File: src/dcea_defines.vh
`ifndef DCEA_DEFINES_VH
`define DCEA_DEFINES_VH

// Register byte offsets
`define DCEA_OFF_ENABLE_SET     12'h028
`define DCEA_OFF_DISABLE        12'h02c
`define DCEA_OFF_ALT_SELECT     12'h030
`define DCEA_OFF_PRI_SELECT     12'h034
`define DCEA_OFF_IRQ_STATUS     12'h050
`define DCEA_OFF_IRQ_MASK       12'h054

// Reset values
`define DCEA_RST_ENABLE         14'h0000
`define DCEA_RST_ALT            14'h0000
`define DCEA_RST_MASK           3'h0

// Cycle type encodings of the channel configuration word
`define DCEA_CYC_STOP           3'h0
`define DCEA_CYC_PINGPONG       3'h3
`define DCEA_CYC_MEM_SG_PRI     3'h4
`define DCEA_CYC_MEM_SG_ALT     3'h5
`define DCEA_CYC_PER_SG_PRI     3'h6
`define DCEA_CYC_PER_SG_ALT     3'h7

// Interrupt status bit positions
`define DCEA_IRQ_DONE_BIT       0
`define DCEA_IRQ_STOP_BIT       1
`define DCEA_IRQ_ERR_BIT        2

// Scatter-gather primary task length in transfers
`define DCEA_SG_PRI_XFERS       4

// AXI responses
`define DCEA_RESP_OKAY          2'h0
`define DCEA_RESP_SLVERR        2'h2

`endif

File: src/dcea_channel_ctrl.v
// Register access over AXI4-Lite was left to the implementer.
`timescale 1ns/1ps
`include "dcea_defines.vh"

// Functional notes
// - Disable vector one-bits disable channels
// - Reserved upper bits read as zero
// - Unimplemented channel bits writes ignored
// - Auto-disable on done, stop config, error
// - Select vector reads primary zero, alternate one
// - Alternate select one-bits choose alternate
// - Primary select one-bits choose primary
// - Scatter-gather toggles after four primary transfers
// - Ping-pong toggles after primary transfers
// - Alternate task completion toggles select bit
// - Enable vector reads status, ones enable
module dcea_channel_ctrl #(
    parameter NUM_CH = 14
) (
    input  wire        i_clk,
    input  wire        i_reset,
    // AXI4-Lite slave
    input  wire [11:0] i_awaddr,
    input  wire        i_awvalid,
    output reg         o_awready,
    input  wire [31:0] i_wdata,
    input  wire [3:0]  i_wstrb,
    input  wire        i_wvalid,
    output reg         o_wready,
    output reg  [1:0]  o_bresp,
    output reg         o_bvalid,
    input  wire        i_bready,
    input  wire [11:0] i_araddr,
    input  wire        i_arvalid,
    output reg         o_arready,
    output reg  [31:0] o_rdata,
    output reg  [1:0]  o_rresp,
    output reg         o_rvalid,
    input  wire        i_rready,
    // Transfer engine events, one-cycle pulses
    input  wire        i_evt_valid,
    input  wire [3:0]  i_evt_channel,
    input  wire        i_evt_cfg_fetch,
    input  wire [2:0]  i_evt_cycle_type,
    input  wire        i_evt_task_done,
    input  wire        i_evt_cycle_done,
    input  wire        i_evt_bus_error,
    // Channel state towards the engine
    output reg  [13:0] o_channel_enable,
    output reg  [13:0] o_alt_select,
    output reg         o_irq
);

    localparam [13:0] IMPL_MASK = (NUM_CH >= 14) ? 14'h3fff : ((14'h0001 << NUM_CH) - 14'h0001);

    reg  [13:0] enable_reg;
    reg  [13:0] enable_next;
    reg  [13:0] alt_reg;
    reg  [13:0] alt_next;
    reg  [2:0]  irq_status_reg;
    reg  [2:0]  irq_status_next;
    reg  [2:0]  irq_mask_reg;
    reg  [11:0] awaddr_reg;
    reg         aw_held_reg;
    reg  [31:0] wdata_reg;
    reg  [3:0]  wstrb_reg;
    reg         w_held_reg;
    reg  [2:0]  sg_count_reg [0:13];
    reg  [2:0]  sg_count_next [0:13];

    wire        wr_fire = aw_held_reg && w_held_reg && !o_bvalid;
    wire        rd_fire = o_arready && i_arvalid;
    wire [13:0] wr_bits = wdata_reg[13:0] & IMPL_MASK;
    wire        wr_full = wstrb_reg[0] && wstrb_reg[1];
    wire        rd_status = rd_fire && (i_araddr == `DCEA_OFF_IRQ_STATUS);
    // Mask takes effect on the interrupt in the cycle it is written
    wire [2:0]  irq_mask_next = (wr_fire && wr_full && (awaddr_reg == `DCEA_OFF_IRQ_MASK)) ?
                                wdata_reg[2:0] : irq_mask_reg;
    localparam [31:0] SG_LAST_W = `DCEA_SG_PRI_XFERS - 1;

    // Events on absent channels touch neither channel state nor status
    wire        ch_ok = i_evt_valid && (i_evt_channel < NUM_CH);
    wire [13:0] ch_onehot = ch_ok ? (14'h0001 << i_evt_channel) : 14'h0000;
    wire        is_pp = (i_evt_cycle_type == `DCEA_CYC_PINGPONG);
    wire        is_sg_pri = (i_evt_cycle_type == `DCEA_CYC_MEM_SG_PRI) ||
                            (i_evt_cycle_type == `DCEA_CYC_PER_SG_PRI);
    wire        is_sg_alt = (i_evt_cycle_type == `DCEA_CYC_MEM_SG_ALT) ||
                            (i_evt_cycle_type == `DCEA_CYC_PER_SG_ALT);
    wire        stop_cfg = i_evt_cfg_fetch && (i_evt_cycle_type == `DCEA_CYC_STOP);
    wire        auto_off = i_evt_cycle_done || stop_cfg || i_evt_bus_error;

    integer c;
    integer s;

    // Channel state: software writes first, then hardware events, so an
    // engine-side disable or toggle in the same cycle is never lost.
    always @* begin
        enable_next = enable_reg;
        alt_next = alt_reg;
        for (c = 0; c < 14; c = c + 1) begin
            sg_count_next[c] = sg_count_reg[c];
        end
        if (wr_fire && wr_full) begin
            case (awaddr_reg)
                `DCEA_OFF_ENABLE_SET: enable_next = enable_reg | wr_bits;
                `DCEA_OFF_DISABLE:    enable_next = enable_reg & ~wr_bits;
                `DCEA_OFF_ALT_SELECT: alt_next = alt_reg | wr_bits;
                `DCEA_OFF_PRI_SELECT: alt_next = alt_reg & ~wr_bits;
                default: enable_next = enable_next;
            endcase
        end
        for (c = 0; c < 14; c = c + 1) begin
            if (ch_onehot[c]) begin
                if (auto_off) begin
                    enable_next[c] = 1'b0;
                end
                if (i_evt_task_done && !alt_reg[c] && is_sg_pri) begin
                    if (sg_count_reg[c] == SG_LAST_W[2:0]) begin
                        alt_next[c] = ~alt_reg[c];
                        sg_count_next[c] = 3'h0;
                    end else begin
                        sg_count_next[c] = sg_count_reg[c] + 3'h1;
                    end
                end else if (i_evt_task_done && !alt_reg[c] && is_pp) begin
                    alt_next[c] = ~alt_reg[c];
                end else if (i_evt_task_done && alt_reg[c] && (is_pp || is_sg_alt)) begin
                    alt_next[c] = ~alt_reg[c];
                    sg_count_next[c] = 3'h0;
                end
            end
        end
    end

    // Interrupt: set beats the read-clear of the same cycle
    always @* begin
        irq_status_next = rd_status ? 3'h0 : irq_status_reg;
        if (ch_ok && i_evt_cycle_done) begin
            irq_status_next[`DCEA_IRQ_DONE_BIT] = 1'b1;
        end
        if (ch_ok && stop_cfg) begin
            irq_status_next[`DCEA_IRQ_STOP_BIT] = 1'b1;
        end
        if (ch_ok && i_evt_bus_error) begin
            irq_status_next[`DCEA_IRQ_ERR_BIT] = 1'b1;
        end
    end

    always @(posedge i_clk) begin
        if (i_reset) begin
            enable_reg <= `DCEA_RST_ENABLE;
            alt_reg <= `DCEA_RST_ALT;
            irq_status_reg <= 3'h0;
            irq_mask_reg <= `DCEA_RST_MASK;
            o_channel_enable <= `DCEA_RST_ENABLE;
            o_alt_select <= `DCEA_RST_ALT;
            o_irq <= 1'b0;
            for (s = 0; s < 14; s = s + 1) begin
                sg_count_reg[s] <= 3'h0;
            end
        end else begin
            enable_reg <= enable_next;
            alt_reg <= alt_next;
            irq_status_reg <= irq_status_next;
            irq_mask_reg <= irq_mask_next;
            o_channel_enable <= enable_next;
            o_alt_select <= alt_next;
            o_irq <= |(irq_status_next & irq_mask_next);
            for (s = 0; s < 14; s = s + 1) begin
                sg_count_reg[s] <= sg_count_next[s];
            end
        end
    end

    // Write channels: address and data latched in either order
    always @(posedge i_clk) begin
        if (i_reset) begin
            o_awready <= 1'b1;
            o_wready <= 1'b1;
            aw_held_reg <= 1'b0;
            w_held_reg <= 1'b0;
            awaddr_reg <= 12'h000;
            wdata_reg <= 32'h00000000;
            wstrb_reg <= 4'h0;
            o_bvalid <= 1'b0;
            o_bresp <= `DCEA_RESP_OKAY;
        end else begin
            if (o_awready && i_awvalid) begin
                awaddr_reg <= i_awaddr;
                aw_held_reg <= 1'b1;
                o_awready <= 1'b0;
            end
            if (o_wready && i_wvalid) begin
                wdata_reg <= i_wdata;
                wstrb_reg <= i_wstrb;
                w_held_reg <= 1'b1;
                o_wready <= 1'b0;
            end
            if (wr_fire) begin
                aw_held_reg <= 1'b0;
                w_held_reg <= 1'b0;
                o_bvalid <= 1'b1;
                case (awaddr_reg)
                    `DCEA_OFF_ENABLE_SET,
                    `DCEA_OFF_DISABLE,
                    `DCEA_OFF_ALT_SELECT,
                    `DCEA_OFF_PRI_SELECT,
                    `DCEA_OFF_IRQ_MASK: o_bresp <= `DCEA_RESP_OKAY;
                    default:            o_bresp <= `DCEA_RESP_SLVERR;
                endcase
            end else if (o_bvalid && i_bready) begin
                o_bvalid <= 1'b0;
                o_awready <= 1'b1;
                o_wready <= 1'b1;
            end
        end
    end

    // Read channel; write-only vectors read zero
    always @(posedge i_clk) begin
        if (i_reset) begin
            o_arready <= 1'b1;
            o_rvalid <= 1'b0;
            o_rdata <= 32'h00000000;
            o_rresp <= `DCEA_RESP_OKAY;
        end else begin
            if (rd_fire) begin
                o_arready <= 1'b0;
                o_rvalid <= 1'b1;
                o_rresp <= `DCEA_RESP_OKAY;
                case (i_araddr)
                    `DCEA_OFF_ENABLE_SET: o_rdata <= {18'h0, enable_reg};
                    `DCEA_OFF_ALT_SELECT: o_rdata <= {18'h0, alt_reg};
                    `DCEA_OFF_DISABLE,
                    `DCEA_OFF_PRI_SELECT: o_rdata <= 32'h00000000;
                    `DCEA_OFF_IRQ_STATUS: o_rdata <= {29'h0, irq_status_reg};
                    `DCEA_OFF_IRQ_MASK:   o_rdata <= {29'h0, irq_mask_reg};
                    default: begin
                        o_rdata <= 32'h00000000;
                        o_rresp <= `DCEA_RESP_SLVERR;
                    end
                endcase
            end else if (o_rvalid && i_rready) begin
                o_rvalid <= 1'b0;
                o_arready <= 1'b1;
            end
        end
    end

endmodule

File: config.mk
export PLATFORM = sky130hd
export DESIGN_NAME = dcea_channel_ctrl
export DESIGN_NICKNAME = d
export VERILOG_FILES = /design/src/dcea_channel_ctrl.v
export VERILOG_INCLUDE_DIRS = /design/src
export SDC_FILE = /design/constraint.sdc
export NUM_CORES = 1
export LEC_CHECK = 0
export BUFFER_PORTS_ARGS = -buffer_cell sky130_fd_sc_hd__buf_2
export CORE_MARGIN = 5
export CORE_UTILIZATION = 40
export DETAILED_ROUTE_END_ITERATION = 7
export GPL_TIMING_DRIVEN = 0
export PLACE_DENSITY = 0.7
export SLEW_MARGIN = 5
export SYNTH_ARGS = -nofsm -noshare
export SYNTH_HDL_FRONTEND = slang
export SYNTH_SLANG_ARGS = --single-unit
File: constraint.sdc
create_clock -name i_clk -period 3 [get_ports i_clk]
set_input_delay 0.3 -clock i_clk [delete_from_list [all_inputs] [get_ports i_clk]]
set_output_delay 0.3 -clock i_clk [all_outputs]
set_load 0.005 [all_outputs]
==> results of run 1 <==
## cell usage in the layout, fill, tap and decap left out, types with 11 or more instances in the layout
master,instances
clkbuf_16,17
and3_1,14
a22o_1,11
buf_2,112
nor2_1,64
a21oi_1,79
nor3_1,24
and2_1,11
nand3_1,21
dfxtp_1,128
mux2i_1,27
nor2b_1,19
clkbuf_1,38
ha_1,14
o21ai_0,28
conb_1,20
nand2_1,101
buf_4,20
## layout make-up
cell class / instances / area (um^2) / area share [%]
well taps: 216 / 270 / 3.38
multi-input cells: 598 / 3640 / 45.6
diodes: 1 / 2.50 / 0.0313
clock buffers: 23 / 508 / 6.35
flip-flops and latches: 128 / 2560 / 32.0
clock inverters: 9 / 80.1 / 1.00
inverters: 10 / 37.5 / 0.469
plain buffers: 72 / 373 / 4.66
repair buffers: 104 / 520 / 6.51
## cell families after synthesis
kind of cell	Yosys count	synth area share (%)
xor+xnor	1	0.134
mux	27	4.13
fa+ha+maj	14	2.68
buf+inv	82	6.27
compound gates	206	21.8
flops	128	39.1
simple gates	330	25.7
other cells	1	0.0573
## synthesized netlist by cell type (all sizes together), types with 7 or more instances
cell / number
a221oi: 8
a22o: 11
nor2: 74
o21ai: 29
ha: 14
and3b: 10
nand3: 21
inv: 10
nor4: 8
mux2i: 27
a311oi: 9
buf: 33
nand2: 102
nor3: 24
a211oi: 9
or3: 10
and2: 13
dfxtp: 128
nor2b: 19
a21oi: 79
o22ai: 7
and3: 14
o211a: 10
a22oi: 11
clkbuf: 39
## layer usage
| metal | vias to the layer above | GRT usage [%] | routed length, um | part of all wire, % |
|---|---|---|---|---|
| li1 | 3103 | - | - | - |
| met1 | 2996 | 28.1 | 8790 | 43 |
| met2 | 268 | 32.5 | 8970 | 44 |
| met3 | 58 | 5.73 | 1770 | 8.7 |
| met4 | 0 | 11.6 | 823 | 4.0 |
| met5 | - | 0 | 0 | 0 |
## per-stage QoR
step	cells	hold slack, ns	worst slack, ns
5_1_grt	1161	0.103	0.416
4_1_cts	1160	0.0808	0.755
3_5_place_dp	1128	0.441	0.634
6_report	1161	0.0849	0.695
2_1_floorplan	808	0.411	0.964
3_3_place_gp	1128	0.435	0.611
## how the worst max path moves through the flow
stage | start | endpoint | slack [ns] | cells after the start
after floorplan | i_araddr[0] | o_irq | 0.96 | 6
after global placement | i_evt_cycle_type[0] | enable_reg[3] | 0.61 | 5
after detailed placement | i_evt_cycle_type[0] | enable_reg[7] | 0.63 | 5
after CTS | awaddr_reg[8] | enable_reg[2] | 0.75 | 6
after global routing | awaddr_reg[0] | enable_reg[2] | 0.42 | 6
final | awaddr_reg[0] | enable_reg[2] | 0.69 | 6
## critical path: cells and delay by family (launching register included)
kind | cells | cell delay, ns
AO/OA/AOI/OAI | 2 | 0.47
buffers and inverters | 1 | 0.24
flip-flops | 1 | 0.31
AND/OR/NAND/NOR | 3 | 1.16
## power breakdown
part,internal (mW),switching (mW)
clock,1.26,0.773
combinational,0.113,0.203
sequential,1.73,0.0295
==> results.json, run 1 <==
{
  "min_path_cells": 2,
  "cts_root_buffer": "clkbuf_16",
  "design_area_um2": 8000,
  "synth_edf_count": 0,
  "final_antenna_net_count": 0,
  "yosysSeqAreaShare_pct": 39.1,
  "h-tree-depth": 4,
  "tns_ns": 0,
  "synth_top_cell_area_share_pct": 39.1,
  "first_iter_violations": 562,
  "initial_core_util_pct": 41.1,
  "min_from": "i_awvalid",
  "start_kind": "flop",
  "finalPower_mw": 4.11,
  "place_hpwl_um": 15200,
  "cts-buffers-inserted": 17,
  "worstReg2RegStart": "awaddr_reg[0]",
  "fmax_mhz": 434,
  "skew_ns": 0.00597,
  "postCtsSetupBuffers": 0,
  "yosys-top-cells-area": "dfxtp_1 (39%), a21oi_1 (6.0%), nand2_1 (5.8%)",
  "synth-main-ff-cell": "dfxtp_1",
  "drt_wl_total_um": 20300,
  "leakagePower_nw": 3.39,
  "synth.avg_cell_area_um2": 8.30,
  "synth.largest_area_cell": "dfxtp_1",
  "drive_gt1_share_pct": 21.1,
  "worstHoldEndpoint": "o_awready",
  "p_per_area_nw_per_um2": 514,
  "finalSetupViolations": 0,
  "fin_nets": 1024,
  "synthesis.area_um2": 6550,
  "grt-ovfl-total": 0,
  "numClockSinks": 128,
  "synth-seq-cells": 128,
  "crit_type": "flop to flop",
  "die_w_um": 138,
  "grt_first_pass_wirelength_um": 31200,
  "critical-path-max-stage-delay_ns": 0.50,
  "die_h_um": 138,
  "wire_per_inst_um": 17.5,
  "grt_max_degree": 17,
  "r2r-end": "enable_reg[2]",
  "hp-class": "primary input to flop",
  "async_reset_ff_share_pct": 0,
  "min_period_ns": 2.31,
  "cap_violations": 0,
  "clkTransAtPathRegs_ns": 0.05,
  "fill_cells": 1554,
  "firstDrtPassIters": 5,
  "setup.worst_path.end_class": "flop",
  "synthCells": 789,
  "cts_tree": "built",
  "core_area_um2": 15900,
  "cp_data_arrival_time_ns": 2.61,
  "synth_cell_types": 69,
  "rsz0062_at_grt": "no",
  "io_buffers": 104,
  "slew_headroom_pct": 34.4,
  "outcome": "complete, no violations",
  "reg2reg_setup_slack_ns": 0.69,
  "vias": 6425,
  "gp_congestion": 0.998,
  "peakVddDrop_mv": 0.437,
  "worst_pin_slew_ns": 0.970,
  "finalHoldViolations": 0,
  "cts_resized": 0,
  "clk_latency_ns": 0.43,
  "rows": 46,
  "final_util_pct": 50.2,
  "ios": 149,
  "vias_per_cell": 5.53,
  "grt_pass1_vias": 5899,
  "r2r_cells": 6,
  "antenna_found_initial": 1,
  "critPathSlowestCell": "nor3_1",
  "drc": 0,
  "period_share_pct": 76.8,
  "cp.required_ns": 3.31,
  "grt_usage_pct": 21.6,
  "postPlaceCellArea_um2": 7410,
  "largest_reg_flops": 42,
  "drv_slew": 0,
  "critPathMaxFanout": 10,
  "syn2layout_area_growth_pct": 22.2,
  "path_cells": "nor3_1 > nand3_1 > nor2_1 > buf_2 > a21oi_1 > a2111oi_0",
  "yosys_warnings": 0,
  "clockBufferDepth": 2,
  "cts_hold_buf": 0,
  "die_area_um2": 19000
}
(Power assumes the default switching activity.)
==> inputs of run 2 (changes only) <==
Settings changed: ABC_AREA from default to 1, PLACE_DENSITY 0.7 to 0.72.
Clock period 3 ns to 1.95 ns, I/O delays scaled along.
==> run 2 against run 1 <==
Compared with the run above: die area increased by 7.1%; fmax grew 32%; utilization down 0.85 points; area after synthesis up 7.6%; critical path depth rose by 2; clock skew rose by 0.00073 ns; via count is 16% higher; count of clock-buffer cells in the layout decreased by 3; combinational power rose by 94%; sequential cell count unchanged; critical path type unchanged; critical endpoint is now o_irq.
==> results.json, run 2 <==
{
  "layout_commonest_cell": "nand2_1",
  "die_w_um": 143,
  "vias": 7452,
  "clockBufferDepth": 2,
  "p_per_area_nw_per_um2": 754,
  "vias_per_cell": 5.14,
  "critPathMaxFanout": 10,
  "numClockSinks": 128,
  "drive_gt1_share_pct": 20.2,
  "yosys-top-cells-area": "dfxtp_1 (36%), nand2_1 (14%), nor2_1 (6.8%)",
  "design_area_um2": 8530,
  "largest_reg_flops": 42,
  "start_kind": "flop",
  "gp_congestion": 0.927,
  "mostFrequentLayoutCells": "nand2_1 (265), nor2_1 (128), dfxtp_1 (128)",
  "async_reset_ff_share_pct": 0,
  "cts-buffers-inserted": 17,
  "die_h_um": 143,
  "drv_slew": 0,
  "worst_pin_slew_ns": 0.890,
  "cts_root_buffer": "clkbuf_16",
  "clk_latency_ns": 0.43,
  "outcome": "complete, no violations",
  "syn2layout_area_growth_pct": 21.1,
  "rsz0062_at_grt": "no",
  "fin_ws_ns": 0.210,
  "min_period_ns": 1.74,
  "grt-ovfl-total": 0,
  "firstDrtPassIters": 6,
  "synth-seq-cells": 128,
  "final_util_pct": 49.3,
  "die_area_um2": 20400,
  "cts_resized": 0,
  "hold_slack_ns": 0.0195,
  "postPlaceCellArea_um2": 7940,
  "yosysSeqAreaShare_pct": 36.4,
  "core_area_um2": 17300,
  "cap_violations": 0,
  "yosys_warnings": 0,
  "peakVddDrop_mv": 0.587,
  "dp_cells": 1418,
  "finalHoldViolations": 0,
  "synth_cell_types": 40,
  "grt_first_pass_wirelength_um": 35100,
  "fin_nets": 1307,
  "synthesis.area_um2": 7050,
  "synthCells": 1066,
  "skew_ns": 0.00670,
  "cp_data_arrival_time_ns": 2.10,
  "wire_per_inst_um": 15.4,
  "finalPower_mw": 6.43,
  "cts_tree": "built",
  "met2_usage_pct": 36.6,
  "initial_core_util_pct": 40.7,
  "cp.required_ns": 2.31,
  "met1_usage_pct": 27.2,
  "synth.largest_area_cell": "dfxtp_1",
  "antenna_found_initial": 0,
  "synthTopCellsByCount": "nand2_1 (265), dfxtp_1 (128), nor2_1 (128), inv_1 (102), nand3_1 (93)",
  "fmax_mhz": 575,
  "leakagePower_nw": 3.87,
  "hp-class": "primary input to flop",
  "drc": 0,
  "synth.avg_cell_area_um2": 6.61,
  "top_usage_layer": "met2",
  "met3_usage_pct": 5.76,
  "setup.worst_path.end_class": "flop",
  "place_hpwl_um": 16700,
  "rows": 48,
  "io_buffers": 108,
  "period_share_pct": 89.2,
  "clkTransAtPathRegs_ns": 0.05,
  "final_antenna_net_count": 0,
  "n_antenna_cell": 0,
  "h-tree-depth": 4,
  "final_cells": 1451,
  "grt_pass1_vias": 6786,
  "slew_headroom_pct": 40.7,
  "grt_usage_pct": 22.1,
  "yosys.cell_count.top_type": "nand2_1",
  "drt_wl_total_um": 22300,
  "synth_top_cell_area_share_pct": 36.4,
  "grt_max_degree": 17,
  "synth_edf_count": 0,
  "synth-main-ff-cell": "dfxtp_1",
  "ios": 149,
  "crit_type": "flop to flop",
  "finalSetupViolations": 0,
  "pre_cts_ws_ns": 0.202,
  "first_iter_violations": 712,
  "tns_ns": 0
}
[run 2: what timing repair did]
item                                    CTS  global route
endpoints found under the setup margin    0             0
hold buffers                              2             0
endpoints found under the hold margin     2             0
buffers inserted                          0             0
[run 2: final cells by class]
| type | instances | area, um^2 |
|---|---|---|
| Sequential cell | 128 | 2560 |
| Multi-Input combinational cell | 779 | 3750 |
| Tap cell | 225 | 282 |
| Timing Repair Buffer | 110 | 561 |
| Fill cell | 1735 | 8760 |
| Inverter | 123 | 462 |
| Clock buffer | 20 | 457 |
| Buffer | 55 | 340 |
| Clock inverter | 11 | 115 |
[run 2: final timing paths]
check / cells past startpoint / to / slack, ns / startpoint
max: 8 / o_irq / 0.21 / awaddr_reg[0]
min: 3 / awaddr_reg[9] / 0.02 / i_awaddr[9]
min reg2reg: 2 / sg_count_reg[1][5] / 0.45 / sg_count_reg[1][5]
max reg2reg: 8 / o_irq / 0.21 / awaddr_reg[0]
[run 2: critical path, cell delays in order (launching register included)]
cell	delay (ns)
dfxtp_1	0.33
nor2_4	0.15
nand3_1	0.14
inv_2	0.23
buf_2	0.33
nand4_1	0.19
nand2_1	0.12
nand3_1	0.09
nand3_1	0.11
[run 2: cells by family after synthesis]
kind of cell,count (synthesis),synth area share (%)
flip-flops,128,36.4
buffers and inverters,178,11.4
AND/OR/NAND/NOR,554,35.2
adder cells (fa/ha/maj),14,2.49
other,1,0.0532
AO/OA/AOI/OAI,191,14.5
[run 2: layer usage]
metal  share of wire [%]  wire length (um)
met1                  41              9100
met2                  45             10100
met3                  10              2270
met4                 3.7               820
met5                   0                 0
[run 2: where the power goes]
group / total (mW) / internal, mW / switching [mW]
logic: 0.614 / 0.196 / 0.418
clock network: 3.09 / 1.92 / 1.17
registers: 2.73 / 2.68 / 0.0437
==> inputs of run 3 (changes only) <==
Clock period 1.95 ns to 1.6 ns, I/O delays scaled along.
==> run 3 against run 2 <==
Compared with the run above: first-iteration DRC count fell by 5.2%; sequential cell count did not move; register-to-register slack got worse by 0.14 ns; fmax increased by 13%; cell count grew 1.7%; critical path depth stayed put; combinational power up 31%; clock skew shrank 0.0017 ns; sequential power rose by 22%; sequential share of layout area down 0.91 points; largest cell class unchanged.
==> results.json, run 3 (synthesis gave the netlist of run 2 again) <==
{
  "outcome": "complete, no violations",
  "hp-class": "primary input to flop",
  "place_hpwl_um": 16700,
  "final_cells": 1475,
  "clkTransAtPathRegs_ns": 0.06,
  "multi_input_area_um2": 3800,
  "wire_per_inst_um": 15.4,
  "die_w_um": 143,
  "worst_pin_slew_ns": 0.889,
  "grt_max_degree": 17,
  "p_comb_share_pct": 10.2,
  "largest_reg_flops": 42,
  "numClockSinks": 128,
  "p_seq_share_pct": 42.1,
  "gp_congestion": 0.927,
  "peakVddDrop_mv": 0.719,
  "ios": 149,
  "cts_tree": "built",
  "skew_ns": 0.00499,
  "grt_usage_pct": 22.3,
  "cap_violations": 0,
  "mostFrequentLayoutCells": "nand2_1 (263), nor2_1 (125), dfxtp_1 (125)",
  "drive_gt1_share_pct": 21.8,
  "antenna_found_initial": 0,
  "period_share_pct": 95.9,
  "p_per_area_nw_per_um2": 897,
  "vias_per_cell": 5.15,
  "fmax_mhz": 651,
  "setup.worst_path.end_class": "flop",
  "min_period_ns": 1.54,
  "drt_wl_total_um": 22800,
  "dp_cells": 1418,
  "initial_core_util_pct": 40.7,
  "first_iter_violations": 675,
  "switching_share_pct": 25.5,
  "grt_first_pass_wirelength_um": 35400,
  "seq_area_um2": 2570,
  "layout_commonest_cell": "nand2_1",
  "fill_cells": 1700,
  "clockBufferDepth": 2,
  "leakagePower_nw": 4.01,
  "n_antenna_cell": 0,
  "critical-path-max-stage-delay_ns": 0.33,
  "p_clk_share_pct": 47.7,
  "fin_nets": 1331,
  "slew_headroom_pct": 40.7,
  "cp_data_arrival_time_ns": 1.90,
  "io_buffers": 108,
  "finalSetupViolations": 0,
  "clk_latency_ns": 0.43,
  "vias": 7598,
  "drc": 0,
  "final_util_pct": 50.9,
  "net-switching-power_mw": 2.02,
  "crit_type": "flop to flop",
  "grt_pass1_vias": 6889,
  "cts-buffers-inserted": 17,
  "critPathMostFrequentCell": "nand3_1",
  "p_int_mw": 5.89,
  "cp.required_ns": 1.97,
  "critPathMaxFanout": 10,
  "drv_slew": 0,
  "start_kind": "flop",
  "core_area_um2": 17300,
  "critPathSlowestCell": "dfxtp_1",
  "h-tree-depth": 4,
  "die_h_um": 143,
  "die_area_um2": 20400,
  "finalHoldViolations": 0,
  "final_antenna_net_count": 0,
  "grt-ovfl-total": 0,
  "cts_root_buffer": "clkbuf_16",
  "rows": 48,
  "firstDrtPassIters": 6,
  "syn2layout_area_growth_pct": 25.1,
  "path_cells": "nor2_4 > nand3_1 > inv_4 > buf_4 > nand4_1 > nand2_1 > nand3_1 > nand3_1",
  "finalPower_mw": 7.91
}
run 3: cell count changes in the layout (fill, tap and decap cells not counted), moves of 3 or more:
cell | before | now
nor2_4 | 9 | 13
dlygate4sd3_1 | 2 | 12
buf_4 | 24 | 37
dfxtp_1 | 128 | 125
nor2_1 | 128 | 125
dfxtp_2 | 0 | 3
run 3: layout make-up:
class,count,share of cell area (%)
tap,225,3.19
clock buffer,20,5.18
multi-input combinational,779,43.1
timing repair buffer,134,8.69
inverter,123,5.27
buffer,55,4.15
sequential,128,29.1
clock inverter,11,1.31
run 3: per-stage QoR:
stage / setup slack, ns / hold WS (ns) / cell area [um^2] / TNS [ns]
6_report: 0.0649 / 0.0116 / 8810 / 0
2_1_floorplan: 0.256 / 0.271 / 7120 / 0
4_1_cts: 0.00242 / 0.00811 / 8640 / 0
5_1_grt: -0.000962 / 0.0339 / 8810 / -0.000962
3_3_place_gp: -0.0767 / 0.373 / 7940 / -1.31
3_5_place_dp: -0.113 / 0.380 / 7940 / -1.70
run 3: critical path, delay by kind of cell (launching register included):
| kind | cells | cell delay (ns) |
|---|---|---|
| buffers and inverters | 2 | 0.35 |
| AND/OR/NAND/NOR | 6 | 0.80 |
| flip-flops | 1 | 0.33 |
run 3: final timing paths:
check / startpoint / to / slack (ns) / depth (start not counted)
hold / removal: i_awaddr[11] / awaddr_reg[11] / 0.01 / 3
setup reg to reg: awaddr_reg[0] / o_irq / 0.06 / 8
hold reg to reg: sg_count_reg[1][5] / sg_count_reg[1][5] / 0.45 / 2
setup / recovery: awaddr_reg[0] / o_irq / 0.06 / 8
run 3: what timing repair did:
| item | 4_1_cts | 5_1_grt |
|---|---|---|
| pin swaps | 0 | 6 |
| hold buffers | 12 | 0 |
| gates cloned | 0 | 1 |
| resized for setup | 3 | 24 |
| setup endpoints to repair | 9 | 35 |
| endpoints found under the hold margin | 12 | 0 |
| buffers inserted | 0 | 13 |
run 3: per-layer routing:
layer  global-route usage, %  up-vias  wire length (um)
met5                       0        -                 0
met4                    9.75        0               981
met3                    5.86       74              2330
met2                    37.0      373             10200
met1                    27.2     3410              9250
li1                        -     3741                 -
run 3: power groups by stage:
stage,combinational [mW],clock (mW),sequential (mW)
4_1_cts,0.763,3.80,3.32
2_1_floorplan,0.464,0,3.38
6_report,0.805,3.77,3.33
3_3_place_gp,0.722,0,3.39
3_5_place_dp,0.733,0,3.39
5_1_grt,0.883,3.95,3.34
